$ cat src/rtl/pcdr_pkg.sv
// pcdr_pkg: register map, field layouts and bus carrier for the port setup registers.
// assumes one mclk domain; the host bus request arrives already on mclk.
package pcdr_pkg;

   // ----------------------------------------------------------------
   // geometry
   // ----------------------------------------------------------------
   localparam int NUM_PORTS = 4;
   localparam int NUM_CELL_PORTS = 3;
   localparam int PORT_W = 8;
   localparam int PORT_A = 0;
   localparam int PORT_B = 1;
   localparam int PORT_C = 2;
   localparam int PORT_D = 3;
   localparam int PORT_D_PINS_DEF = 3;

   // ----------------------------------------------------------------
   // address map: byte offset from io_block_base = {port, kind}
   // ----------------------------------------------------------------
   localparam int ADDR_W = 8;
   localparam int KIND_LSB = 0;
   localparam int KIND_W = 4;
   localparam int PSEL_LSB = 4;
   localparam int PSEL_W = 2;
   localparam logic [3:0] OFS_INPUT_SAMPLE = 4'h0;
   localparam logic [3:0] OFS_MODE_SELECT = 4'h1;
   localparam logic [3:0] OFS_OUTPUT_LATCH = 4'h2;
   localparam logic [3:0] OFS_DIRECTION = 4'h3;
   localparam logic [3:0] OFS_DRIVE_SELECT = 4'h4;
   localparam logic [3:0] OFS_DRIVER_VIEW = 4'h5;
   localparam logic [3:0] OFS_CELL_OUTPUT = 4'h6;
   localparam logic [3:0] OFS_CELL_BLOCK = 4'h7;
   localparam logic [3:0] OFS_CELL_INPUT = 4'h8;
   localparam logic [1:0] ADDR_HI_ZERO = 2'h0;

   // ----------------------------------------------------------------
   // reset values and drive select capability per port
   // ----------------------------------------------------------------
   localparam logic [7:0] RST_MODE = 8'h00;
   localparam logic [7:0] RST_DIR = 8'h00;
   localparam logic [7:0] RST_DRIVE = 8'h00;
   localparam logic [7:0] RST_DOUT = 8'h00;
   localparam logic [7:0] RST_CELL = 8'h00;
   localparam logic [7:0] RST_BLOCK = 8'h00;
   localparam logic [7:0] READ_ZERO = 8'h00;
   localparam logic [7:0] ALL_PINS = 8'hff;
   localparam logic [7:0] OD_CAP_AB = 8'hf0;
   localparam logic [7:0] SLEW_CAP_AB = 8'h0f;
   localparam logic [7:0] OD_CAP_C = 8'hff;
   localparam logic [7:0] SLEW_CAP_C = 8'h00;
   localparam logic [7:0] OD_CAP_D = 8'h00;
   localparam logic [7:0] SLEW_CAP_D = 8'hff;

   // ----------------------------------------------------------------
   // bus carrier
   // ----------------------------------------------------------------
   typedef struct packed {
      logic sel;
      logic wr;
      logic rd;
      logic [ADDR_W-1:0] addr;
      logic [PORT_W-1:0] wdata;
   } pcdr_bus_req_s;

   typedef struct packed {
      logic valid;
      logic [PORT_W-1:0] data;
   } pcdr_bus_rsp_s;

endpackage

$ cat src/rtl/pcdr_top.sv
// pcdr_top: configuration and data registers of four general purpose ports.
// assumes the host bus, logic array terms and address latch all run on mclk;
// pin levels are asynchronous and are synchronised here.
//
// Summary of operation
// (RQ1) ports A/B mode bit 0 gives plain I/O, 1 gives latched address output
// (RQ2) only ports A and B have mode select; C and D stay plain I/O
// (RQ3) direction 1 is output, 0 is input; all inputs after reset
// (RQ4) ports A-C drive when direction or array enable is 1
// (RQ5) port D direction holds only its three low bits
// (RQ6) mode, direction and drive select reset to zero
// (RQ7) drive select 1 on an open-drain pin gives open drain, else push-pull
// (RQ8) drive select 1 on a slew pin gives fast edges, else slow
// (RQ9) A/B: bits 7-4 open drain, 3-0 slew; C all open drain; D 2-0 slew
// (RQ10) bit n of any register acts on pin n only
// (RQ11) registers sit at fixed offsets from io_block_base, plain read/write
// (RQ12) input sample read returns current pin levels
// (RQ13) output latch drives the pin when direction is 1, or array enable on ports A-C only
// (RQ14) output latch reads back the last written value
// (RQ15) cell output read returns cells; write loads cells not blocked
// (RQ16) load block bit 1 stops bus loading of that cell; resets to 0
// (RQ17) input logic cells of ports A, B and C are readable
// (RQ18) ports A-C driver view reads 1 where the driver is enabled, including released open-drain pins; port D reads 0
// (RQ19) port C pins may be lent to the serial test port
// (RQ20) writes to read-only registers have no effect
`timescale 1ns/1ns
`default_nettype none
module pcdr_top
   import pcdr_pkg::*;
#(
   parameter int PORT_D_PINS = PORT_D_PINS_DEF
) (
   input wire logic mclk, // system clock, 250 MHz
   input wire logic srst, // synchronous reset, active high
   input wire logic ce, // clock enable, freezes all state when low
   input wire pcdr_bus_req_s bus_req, // host bus request
   output pcdr_bus_rsp_s bus_rsp, // host read answer
   input wire logic [NUM_PORTS-1:0][7:0] pin_in, // pin levels, asynchronous
   input wire logic [NUM_PORTS-1:0][7:0] arr_oe, // logic array enable terms
   input wire logic [7:0] addr_lat_a, // latched address byte for port A
   input wire logic [7:0] addr_lat_b, // latched address byte for port B
   input wire logic [NUM_CELL_PORTS-1:0][7:0] cell_arr_load, // array loads cell
   input wire logic [NUM_CELL_PORTS-1:0][7:0] cell_arr_next, // array cell value
   input wire logic [NUM_CELL_PORTS-1:0][7:0] in_cell_value, // input cell outputs
   input wire logic [7:0] test_port_sel, // port C pins lent to test port
   output logic [NUM_PORTS-1:0][7:0] pin_out, // pin data
   output logic [NUM_PORTS-1:0][7:0] pin_oe, // pin driven
   output logic [NUM_PORTS-1:0][7:0] pin_fast, // fast slew select
   output logic [NUM_CELL_PORTS-1:0][7:0] cell_out // output cell flip-flops
);

   // ----------------------------------------------------------------
   // parameter checks
   // ----------------------------------------------------------------
   if (PORT_D_PINS < 1 || PORT_D_PINS > PORT_W) begin : g_bad_pins
      $error("pcdr_top: PORT_D_PINS must be 1 to 8");
   end

   localparam logic [7:0] PORT_D_MASK = 8'((16'h1 << PORT_D_PINS) - 16'h1);

   // implemented bits of a port's registers
   function automatic logic [7:0] impl_mask(input int p);
      impl_mask = (p == PORT_D) ? PORT_D_MASK : ALL_PINS;
   endfunction

   // ports that carry a given per-port register
   function automatic logic has_mode(input int p);
      has_mode = (p == PORT_A) || (p == PORT_B);
   endfunction

   function automatic logic has_cells(input int p);
      has_cells = (p < NUM_CELL_PORTS);
   endfunction

   // ----------------------------------------------------------------
   // state
   // ----------------------------------------------------------------
   logic [7:0] mode_reg [NUM_PORTS];
   logic [7:0] dir_reg [NUM_PORTS];
   logic [7:0] drive_reg [NUM_PORTS];
   logic [7:0] dout_reg [NUM_PORTS];
   logic [7:0] cell_reg [NUM_CELL_PORTS];
   logic [7:0] block_reg [NUM_CELL_PORTS];
   logic [7:0] sync1_reg [NUM_PORTS];
   logic [7:0] sync2_reg [NUM_PORTS];
   logic [7:0] drv_en [NUM_PORTS];
   pcdr_bus_rsp_s rsp_reg;
   pcdr_bus_rsp_s rsp_next;

   // ----------------------------------------------------------------
   // address decode
   // ----------------------------------------------------------------
   logic [PSEL_W-1:0] a_port;
   logic [KIND_W-1:0] a_kind;
   logic a_hit;
   logic wr_go;
   logic rd_go;

   always_comb begin
      a_port = bus_req.addr[PSEL_LSB +: PSEL_W];
      a_kind = bus_req.addr[KIND_LSB +: KIND_W];
      // fixed offsets, upper address bits must be zero (see RQ11)
      a_hit = bus_req.sel && (bus_req.addr[ADDR_W-1 -: 2] == ADDR_HI_ZERO);
      wr_go = a_hit && bus_req.wr;
      rd_go = a_hit && bus_req.rd;
   end

   function automatic logic wr_to(input int p, input logic [3:0] kind);
      wr_to = wr_go && (a_port == PSEL_W'(p)) && (a_kind == kind);
   endfunction

   // ----------------------------------------------------------------
   // configuration registers
   // ----------------------------------------------------------------
   always_ff @(posedge mclk) begin
      if (srst) begin
         for (int p = 0; p < NUM_PORTS; p++) begin
            mode_reg[p] <= RST_MODE; // see RQ6
         end
      end else if (ce) begin
         for (int p = 0; p < NUM_PORTS; p++) begin
            // ports C and D have no mode select; it stays zero (see RQ2)
            if (has_mode(p) && wr_to(p, OFS_MODE_SELECT)) begin
               mode_reg[p] <= bus_req.wdata;
            end
         end
      end
   end

   always_ff @(posedge mclk) begin
      if (srst) begin
         for (int p = 0; p < NUM_PORTS; p++) begin
            dir_reg[p] <= RST_DIR; // see RQ3 see RQ6
         end
      end else if (ce) begin
         for (int p = 0; p < NUM_PORTS; p++) begin
            if (wr_to(p, OFS_DIRECTION)) begin
               dir_reg[p] <= bus_req.wdata & impl_mask(p); // see RQ5
            end
         end
      end
   end

   always_ff @(posedge mclk) begin
      if (srst) begin
         for (int p = 0; p < NUM_PORTS; p++) begin
            drive_reg[p] <= RST_DRIVE; // see RQ6
         end
      end else if (ce) begin
         for (int p = 0; p < NUM_PORTS; p++) begin
            if (wr_to(p, OFS_DRIVE_SELECT)) begin
               drive_reg[p] <= bus_req.wdata & impl_mask(p); // see RQ9
            end
         end
      end
   end

   // ----------------------------------------------------------------
   // output latch
   // ----------------------------------------------------------------
   always_ff @(posedge mclk) begin
      if (srst) begin
         for (int p = 0; p < NUM_PORTS; p++) begin
            dout_reg[p] <= RST_DOUT;
         end
      end else if (ce) begin
         for (int p = 0; p < NUM_PORTS; p++) begin
            if (wr_to(p, OFS_OUTPUT_LATCH)) begin
               dout_reg[p] <= bus_req.wdata & impl_mask(p); // see RQ13
            end
         end
      end
   end

   // ----------------------------------------------------------------
   // output logic cells and load block
   // ----------------------------------------------------------------
   always_ff @(posedge mclk) begin
      if (srst) begin
         for (int p = 0; p < NUM_CELL_PORTS; p++) begin
            block_reg[p] <= RST_BLOCK; // see RQ16
         end
      end else if (ce) begin
         for (int p = 0; p < NUM_CELL_PORTS; p++) begin
            if (wr_to(p, OFS_CELL_BLOCK)) begin
               block_reg[p] <= bus_req.wdata;
            end
         end
      end
   end

   // a host load and an array load in one cycle: the host value wins on
   // unblocked bits, since software expects to read back what it wrote
   always_ff @(posedge mclk) begin
      if (srst) begin
         for (int p = 0; p < NUM_CELL_PORTS; p++) begin
            cell_reg[p] <= RST_CELL;
         end
      end else if (ce) begin
         for (int p = 0; p < NUM_CELL_PORTS; p++) begin
            for (int b = 0; b < PORT_W; b++) begin
               if (wr_to(p, OFS_CELL_OUTPUT) && !block_reg[p][b]) begin
                  cell_reg[p][b] <= bus_req.wdata[b]; // see RQ15 see RQ16
               end else if (cell_arr_load[p][b]) begin
                  cell_reg[p][b] <= cell_arr_next[p][b];
               end
            end
         end
      end
   end

   always_comb begin
      for (int p = 0; p < NUM_CELL_PORTS; p++) begin
         cell_out[p] = cell_reg[p];
      end
   end

   // ----------------------------------------------------------------
   // pin input synchroniser
   // ----------------------------------------------------------------
   always_ff @(posedge mclk) begin
      if (srst) begin
         for (int p = 0; p < NUM_PORTS; p++) begin
            sync1_reg[p] <= READ_ZERO;
            sync2_reg[p] <= READ_ZERO;
         end
      end else if (ce) begin
         for (int p = 0; p < NUM_PORTS; p++) begin
            sync1_reg[p] <= pin_in[p];
            sync2_reg[p] <= sync1_reg[p];
         end
      end
   end

   // ----------------------------------------------------------------
   // pin drivers
   // ----------------------------------------------------------------
   for (genvar gp = 0; gp < NUM_PORTS; gp++) begin : g_port
      localparam logic [7:0] OD_CAP = (gp == PORT_C) ? OD_CAP_C :
                                      (gp == PORT_D) ? OD_CAP_D : OD_CAP_AB;
      localparam logic [7:0] SLEW_CAP = (gp == PORT_C) ? SLEW_CAP_C :
                                        (gp == PORT_D) ? SLEW_CAP_D : SLEW_CAP_AB;
      logic [7:0] alt_data;
      logic [7:0] oe_term;
      logic [7:0] lent;

      // port D direction is the register alone; test port borrows port C
      assign alt_data = (gp == PORT_A) ? addr_lat_a : addr_lat_b; // see RQ1
      assign oe_term = (gp == PORT_D) ? READ_ZERO : arr_oe[gp]; // see RQ4
      assign lent = (gp == PORT_C) ? test_port_sel : READ_ZERO; // see RQ19

      pcdr_pin_slice #(
         .OD_CAP(OD_CAP),
         .SLEW_CAP(SLEW_CAP),
         .PIN_MASK(impl_mask(gp))
      ) u_slice (
         .mclk(mclk),
         .srst(srst),
         .ce(ce),
         .dout(dout_reg[gp]),
         .alt_sel(mode_reg[gp]),
         .alt_data(alt_data),
         .dir(dir_reg[gp]),
         .arr_oe(oe_term),
         .drive(drive_reg[gp]),
         .release_pins(lent),
         .pin_out(pin_out[gp]),
         .pin_oe(pin_oe[gp]),
         .pin_fast(pin_fast[gp]),
         .drv_en(drv_en[gp])
      );
   end

   // ----------------------------------------------------------------
   // read path
   // ----------------------------------------------------------------
   // unmapped or missing registers read zero; writes to read-only
   // locations decode to nothing (see RQ20)
   always_comb begin
      rsp_next.valid = rd_go;
      rsp_next.data = READ_ZERO;
      if (rd_go) begin
         case (a_kind)
            OFS_INPUT_SAMPLE: begin
               rsp_next.data = sync2_reg[a_port] & impl_mask(a_port); // see RQ12
            end
            OFS_MODE_SELECT: begin
               rsp_next.data = mode_reg[a_port];
            end
            OFS_OUTPUT_LATCH: begin
               rsp_next.data = dout_reg[a_port]; // see RQ14
            end
            OFS_DIRECTION: begin
               rsp_next.data = dir_reg[a_port];
            end
            OFS_DRIVE_SELECT: begin
               rsp_next.data = drive_reg[a_port];
            end
            OFS_DRIVER_VIEW: begin
               if (has_cells(a_port)) begin
                  rsp_next.data = drv_en[a_port]; // see RQ18
               end
            end
            OFS_CELL_OUTPUT: begin
               if (has_cells(a_port)) begin
                  rsp_next.data = cell_reg[a_port]; // see RQ15
               end
            end
            OFS_CELL_BLOCK: begin
               if (has_cells(a_port)) begin
                  rsp_next.data = block_reg[a_port];
               end
            end
            OFS_CELL_INPUT: begin
               if (has_cells(a_port)) begin
                  rsp_next.data = in_cell_value[a_port]; // see RQ17
               end
            end
            default: begin
               rsp_next.data = READ_ZERO;
            end
         endcase
      end
   end

   always_ff @(posedge mclk) begin
      if (srst) begin
         rsp_reg <= '0;
      end else if (ce) begin
         rsp_reg <= rsp_next;
      end
   end

   assign bus_rsp = rsp_reg;

endmodule
`default_nettype wire

$ cat src/rtl/pcdr_pin_slice.sv
// pcdr_pin_slice: output stage of one port, registered pin data, enable and slew.
// assumes configuration inputs are on mclk; the pad ring resolves the pin level.
`timescale 1ns/1ns
`default_nettype none
module pcdr_pin_slice
   import pcdr_pkg::*;
#(
   parameter logic [7:0] OD_CAP = 8'h00,
   parameter logic [7:0] SLEW_CAP = 8'h00,
   parameter logic [7:0] PIN_MASK = 8'hff
) (
   input wire logic mclk, // system clock
   input wire logic srst, // synchronous reset
   input wire logic ce, // clock enable
   input wire logic [7:0] dout, // output latch value
   input wire logic [7:0] alt_sel, // pin carries latched address
   input wire logic [7:0] alt_data, // latched address byte
   input wire logic [7:0] dir, // direction bits
   input wire logic [7:0] arr_oe, // logic array enable terms
   input wire logic [7:0] drive, // drive select bits
   input wire logic [7:0] release_pins, // pins lent to the test port
   output logic [7:0] pin_out, // pin data
   output logic [7:0] pin_oe, // pin driven
   output logic [7:0] pin_fast, // fast edge select
   output logic [7:0] drv_en // driver enabled view
);

   logic [7:0] en_next;
   logic [7:0] data_next;
   logic [7:0] od_sel;

   // ----------------------------------------------------------------
   // per pin driver decision
   // ----------------------------------------------------------------
   always_comb begin
      // each bit drives only its own pin (see RQ10)
      en_next = (dir | arr_oe) & ~release_pins & PIN_MASK; // see RQ4 see RQ13
      data_next = (alt_sel & alt_data) | (~alt_sel & dout); // see RQ1
      od_sel = drive & OD_CAP; // see RQ7
   end

   always_ff @(posedge mclk) begin
      if (srst) begin
         pin_out <= RST_DOUT;
         pin_oe <= RST_DIR;
         pin_fast <= RST_DRIVE;
         drv_en <= RST_DIR;
      end else if (ce) begin
         // open drain only sinks: a high level releases the pin
         pin_out <= data_next & ~od_sel;
         pin_oe <= en_next & ~(od_sel & data_next);
         pin_fast <= drive & SLEW_CAP & PIN_MASK; // see RQ8
         drv_en <= en_next; // see RQ18
      end
   end

endmodule
`default_nettype wire

$ cat config.mk
export PLATFORM = sky130hd
export DESIGN_NAME = pcdr_top
export DESIGN_NICKNAME = d
export VERILOG_FILES = /design/src/rtl/pcdr_pkg.sv /design/src/rtl/pcdr_top.sv /design/src/rtl/pcdr_pin_slice.sv
export SDC_FILE = /design/constraint.sdc
export NUM_CORES = 1
export LEC_CHECK = 0
export BUFFER_PORTS_ARGS = -buffer_cell sky130_fd_sc_hd__buf_2
export CAP_MARGIN = 20
export CORE_ASPECT_RATIO = 1.4
export CORE_MARGIN = 8
export CORE_UTILIZATION = 59
export DETAILED_ROUTE_END_ITERATION = 8
export GPL_ROUTABILITY_DRIVEN = 0
export GPL_TIMING_DRIVEN = 0
export HOLD_SLACK_MARGIN = 0.03
export PLACE_DENSITY = 0.86
export SYNTH_ARGS = -nofsm -noshare
export SYNTH_HDL_FRONTEND = slang
export SYNTH_SLANG_ARGS = --single-unit
$ cat constraint.sdc
create_clock -name mclk -period 7.3 [get_ports mclk]
set_input_delay 0.73 -clock mclk [delete_from_list [all_inputs] [get_ports mclk]]
set_output_delay 0.73 -clock mclk [all_outputs]
set_load 0.02 [all_outputs]
**Yosys cells after proc, flatten, opt, wreduce, memory -nomap -nowiden**

Memory sizes are Yosys's and may differ from the RTL's. A register that Yosys moved wholly into a read port is not among the register bits.
Cells that the tools add are included.

- Flip-flop bits (word level): 97
- Bits in latches: 0
- Bits in writable memories: 240
- Bits in read-only memories: 0
- Bits of input ports: 182
- Output and inout bits: 129
- Word-level logic and storage cells: 600
- Memories kept: 8

- Add/subtract/negate cells: 0
- Multiply operators: 0
- Div/mod/pow operators: 0
- Order comparisons: 3
- Equality and inequality tests: 12
- Shifts and indexed selects: 0
- Mux-type cells: 374
- Bitwise gates (word level): 111
- Reductions and logical operators: 78

Memory list:

| memory | depth | bits a word | read ports | clocked after Yosys merged registers in | write ports | line | source |
|---|---|---|---|---|---|---|---|
| dir_reg | 4 | 8 | 5 | 1 | 4 | pcdr_top.sv:79 | `logic [7:0] dir_reg [NUM_PORTS];` |
| dout_reg | 4 | 8 | 5 | 0 | 4 | pcdr_top.sv:81 | `logic [7:0] dout_reg [NUM_PORTS];` |
| drive_reg | 4 | 8 | 5 | 1 | 4 | pcdr_top.sv:80 | `logic [7:0] drive_reg [NUM_PORTS];` |
| mode_reg | 4 | 8 | 5 | 0 | 4 | pcdr_top.sv:78 | `logic [7:0] mode_reg [NUM_PORTS];` |
| sync1_reg | 4 | 8 | 4 | 0 | 4 | pcdr_top.sv:84 | `logic [7:0] sync1_reg [NUM_PORTS];` |
| sync2_reg | 4 | 8 | 1 | 0 | 4 | pcdr_top.sv:85 | `logic [7:0] sync2_reg [NUM_PORTS];` |
| +2 memories | - | - | - | - | - | - |  |

Operator list:

| cell | count |
|---|---|
| two-way mux 1 bit | 337 |
| two-way mux 8 bit | 34 |
| AND 8 bit | 19 |
| NOT 8 bit | 11 |
| OR 1 bit | 73 |
| one-hot mux 8 bit (9 select lines) | 1 |
| OR 8 bit | 7 |
| logical AND 1 bit | 51 |
| binary-select mux 8 bit (select 2 bit) | 2 |
| logical NOT 1 bit | 24 |
| == test 4 x 3 -> 1 bit (second input constant) | 4 |
| == test 4 x 2 -> 1 bit (second input constant) | 2 |
| == test 2 x 1 -> 1 bit (second input constant) | 2 |
| == test 2 bit (second input constant) | 2 |
| == test 4 x 1 -> 1 bit (second input constant) | 1 |
| == test 4 bit (second input constant) | 1 |
| logical NOT 2 bit | 2 |
| logical NOT 4 bit | 1 |
| greater-or-equal comparator 3 bit (second input constant) | 1 |
| < comparator 2 x 3 -> 1 bit (second input constant) | 1 |
| NOT 2 -> 3 bit | 1 |
| < comparator 2 bit (second input constant) | 1 |

**Longest topological paths before layout**

- Depth in word-level cells: 12
- Gate-level depth with buffers: 8
- Gate-level depth less buffers: 5

**Modules after synthesis**

A second synthesis with hierarchy kept.

- Cell total of the unflattened synthesis: 1378
- Area, all modules: 15210.8 um^2

Modules (own cells, without submodules):

| module | instances | cells an instance | area an instance (um^2) | seq. area each (um^2) |
|---|---|---|---|---|
| pcdr_top | 1 | 909 | 10892.9 | 6155.9 |
| pcdr_pin_slice (g_port[0].u_slice ...) | 2 | 125 | 1143.6 | 480.5 |
| pcdr_pin_slice (g_port[2].u_slice) | 1 | 141 | 1275.0 | 480.5 |
| pcdr_pin_slice (g_port[3].u_slice) | 1 | 78 | 755.7 | 280.3 |

**Least setup slack after synthesis**

OpenSTA, ideal clock, no wires.

- Path kind: input to register
- Start: in ce
- End: mem sync1_reg[0][0], enable pin
- Library setup time: 408 ps
- Data arrival time: 2574 ps
- Data required time: 6892 ps
- Path slack: 4318 ps
- Stages: 5
- Path buffers: 3
- Path through: buf_2 clkbuf_1 nor2_1 clkbuf_1 inv_1

RTL lines:

| item | line | source |
|---|---|---|
| start: declaration | pcdr_top.sv:35 | `input wire logic ce,` |
| end: declaration | pcdr_top.sv:84 |  |

==> flow_summary_export.csv <==
group,metric,value,unit
outcome,status,"completed",
placed_design,hpwl,38300,um
floorplan,dieArea,0.0297,mm2
logic_synthesis,yosysMostFrequentCell,"edfxtp_1",
setup_path,worst_setup_path_end_kind,"register",
clock_network,cts_setup_buffers,0,
cells_and_area,instances_no_fill,1929,
sta,rsz0062_at_grt,"false",
logic_synthesis,synth_edf_count,199,
grt,grt_max_degree,38,
sta,final-setup-viol-count,0,
detailed_routing,wl_per_cell,26.6,um
cells_and_area,final_nets,1777,
floorplan,die-height,201,um
grt,gr-total-overflow,0,
detailed_routing,drtIter0Drc,1615,
detailed_routing,antenna_left,0,
grt,grt_pass1_vias,12600,
setup_path,crit_path_start_kind,"primary input",
sta,timing.final.ws_setup,4020,ps
grt,grt_pass1_wl,75000,um
floorplan,ios,311,
floorplan,core-area,0.0240,mm2
setup_path,path_class,"primary input to register",
setup_path,cp_max_fo,10,
cells_and_area,finalInstanceArea,0.0172,mm2
clock_network,cts_buffer_depth,3,
cells_and_area,fill_cells,1709,
clock_network,numCtsBuffers,27,
sta,hold_slack,446,ps
sta,worst_pin_slew,1050,ps
clock_network,postCtsResizedCells,0,
sta,slew_headroom,29.9,%
placed_design,dp_slack,3650,ps
grt,antenna_found_initial,5,
logic_synthesis,synth_area,0.0144,mm2
logic_synthesis,syn-instance-count,1272,
detailed_routing,drc,0,
floorplan,rows,67,
cells_and_area,areaGrowthSynthToFinish,19.3,%
worst_hold_path,hp-class,"register to register",
logic_synthesis,ys_top_cells_by_area,"edfxtp_1, dfxtp_1, and2_1",
setup_path,critPathRequiredTime,7470,ps
detailed_routing,dr.pass1.iters,8,
clock_network,cts_sinks,289,
logic_synthesis,synth_top_area_share,41.5,%
logic_synthesis,netlist_top_cells_count,"edfxtp_1, and2_1, nor2_1, mux2i_1, dfxtp_1",
sta,slew_viol_final,0,
power,p_leak,7.07,nW
clock_network,clock-root-buffer,"clkbuf_16",
grt,track_usage,33.6,%
sta,fin_tns_setup,0,ps
sta,max_freq,305,MHz
logic_synthesis,synthFlopType,"edfxtp_1",
detailed_routing,routed_wl,51400,um
clock_network,clk-insertion-delay-late,540,ps
logic_synthesis,ys_ff_latch,289,
clock_network,tritoncts,"built",
logic_synthesis,synth_largest_area_cell,"edfxtp_1",
sta,hold_viol_final,0,
logic_synthesis,syn-mean-instance-area,11.3,um2
logic_synthesis,ys_warn_count,0,
power,powerDensity,227,mW/mm2
detailed_routing,via_per_inst,6.33,
clock_network,clk_pin_slew,60,ps
logic_synthesis,synth_cell_types,63,
floorplan,start_util,60.0,%
cells_and_area,regArea,0.00778,mm2
cells_and_area,drive_above_1_share,27.0,%
detailed_routing,vias,12200,
sta,post-route-min-period,3280,ps
flow_run,maxCapViolCount,0,
sta,fin_crit_sh,45.0,%
placed_design,io_buffers,261,
setup_path,reg2reg_setup_slack,5260,ps
setup_path,crit_arrival,3450,ps
logic_synthesis,synthArstFlopShare,0,%
logic_synthesis,ys_seq_area_share,54.1,%
floorplan,die_w,148,um
placed_design,placedInstanceArea,0.0162,mm2
sta,clock_skew,15.5,ps
clock_network,htreeDepth,1,
clock_network,cts_hold_buf,0,
power,peakVddDrop,0.000183,V
placed_design,place_inst,1875,
cells_and_area,multi_input_area,0.00597,mm2
## cell usage in the layout, fill, tap and decap left out, drive strengths merged, types with 2 or more instances in the layout
cell     count
buf        342
edfxtp     199
and2       173
nor2       118
mux2i      104
dfxtp       90
clkbuf      90
a21oi       65
nand2       52
o21ai       45
nand2b      36
o211ai      31
a211oi      31
conb        31
o2bb2ai     23
o21bai      18
nand3b      17
a22oi       16
mux2        15
nand3       14
mux4        12
nor3        12
a21o         8
a211o        8
o311ai       8
a31oi        7
clkinv       6
a41oi        5
diode        4
nor2b        4
nand4        4
nor4         4
nor4b        4
o31ai        4
inv          4
bufinv       2
and4bb       2
or2          2
## layout make-up
class | count | share of cell area, %
buffer | 130 | 4.36
clock inverter | 11 | 0.612
clock buffer | 38 | 4.78
multi-input combinational | 881 | 34.8
sequential | 289 | 45.3
antenna | 4 | 0.0583
inverter | 2 | 0.0437
tap | 310 | 2.26
timing repair buffer | 264 | 7.80
## per-layer routing
metal  global-route usage, %  up-vias  part of all wire [%]
li1                        -     5213                     -
met1                    35.1     5618                    31
met3                    10.9      340                    12
met5                       0        -                 0.082
met4                    25.5        6                   9.3
met2                    55.1     1036                    47
## where the power goes
part	internal, mW	total [mW]	switching [mW]
combinational	0.183	0.500	0.317
clock	0.851	1.47	0.615
sequential	1.85	1.93	0.0740
total	2.89	3.89	1.01
## worst max-delay path: stages
cell	delay, ps
buf_2	220
clkbuf_1	470
clkbuf_1	450
clkbuf_1	680
nand2_1	170
o21bai_1	710
## worst paths after layout
kind / depth (start not counted) / start / to
hold reg to reg: 1 / g_port[1].u_slice.pin_oe[6] / g_port[1].u_slice.pin_oe[6]
setup reg to reg: 6 / block_reg[0][1] / cell_reg[1][0]
hold / removal: 1 / g_port[1].u_slice.pin_oe[6] / g_port[1].u_slice.pin_oe[6]
setup / recovery: 6 / ce / mode_reg[1][5]
## per-stage QoR
stage | util, % | power [mW]
after floorplan | - | 2.22
after global placement | 67.5 | 2.42
after detailed placement | 67.6 | 2.43
after CTS | 71.5 | 3.86
after global routing | 71.6 | 3.97
final | 71.6 | 3.89
## logic make-up after synthesis
kind of cell / synth area share (%)
AND/OR/NAND/NOR: 17.5
flip-flops: 54.1
AO/OA/AOI/OAI: 12.9
buffers and inverters: 5.25
multiplexers: 10.3
other: 0.0261
Power figures use the tool's default switching activity.
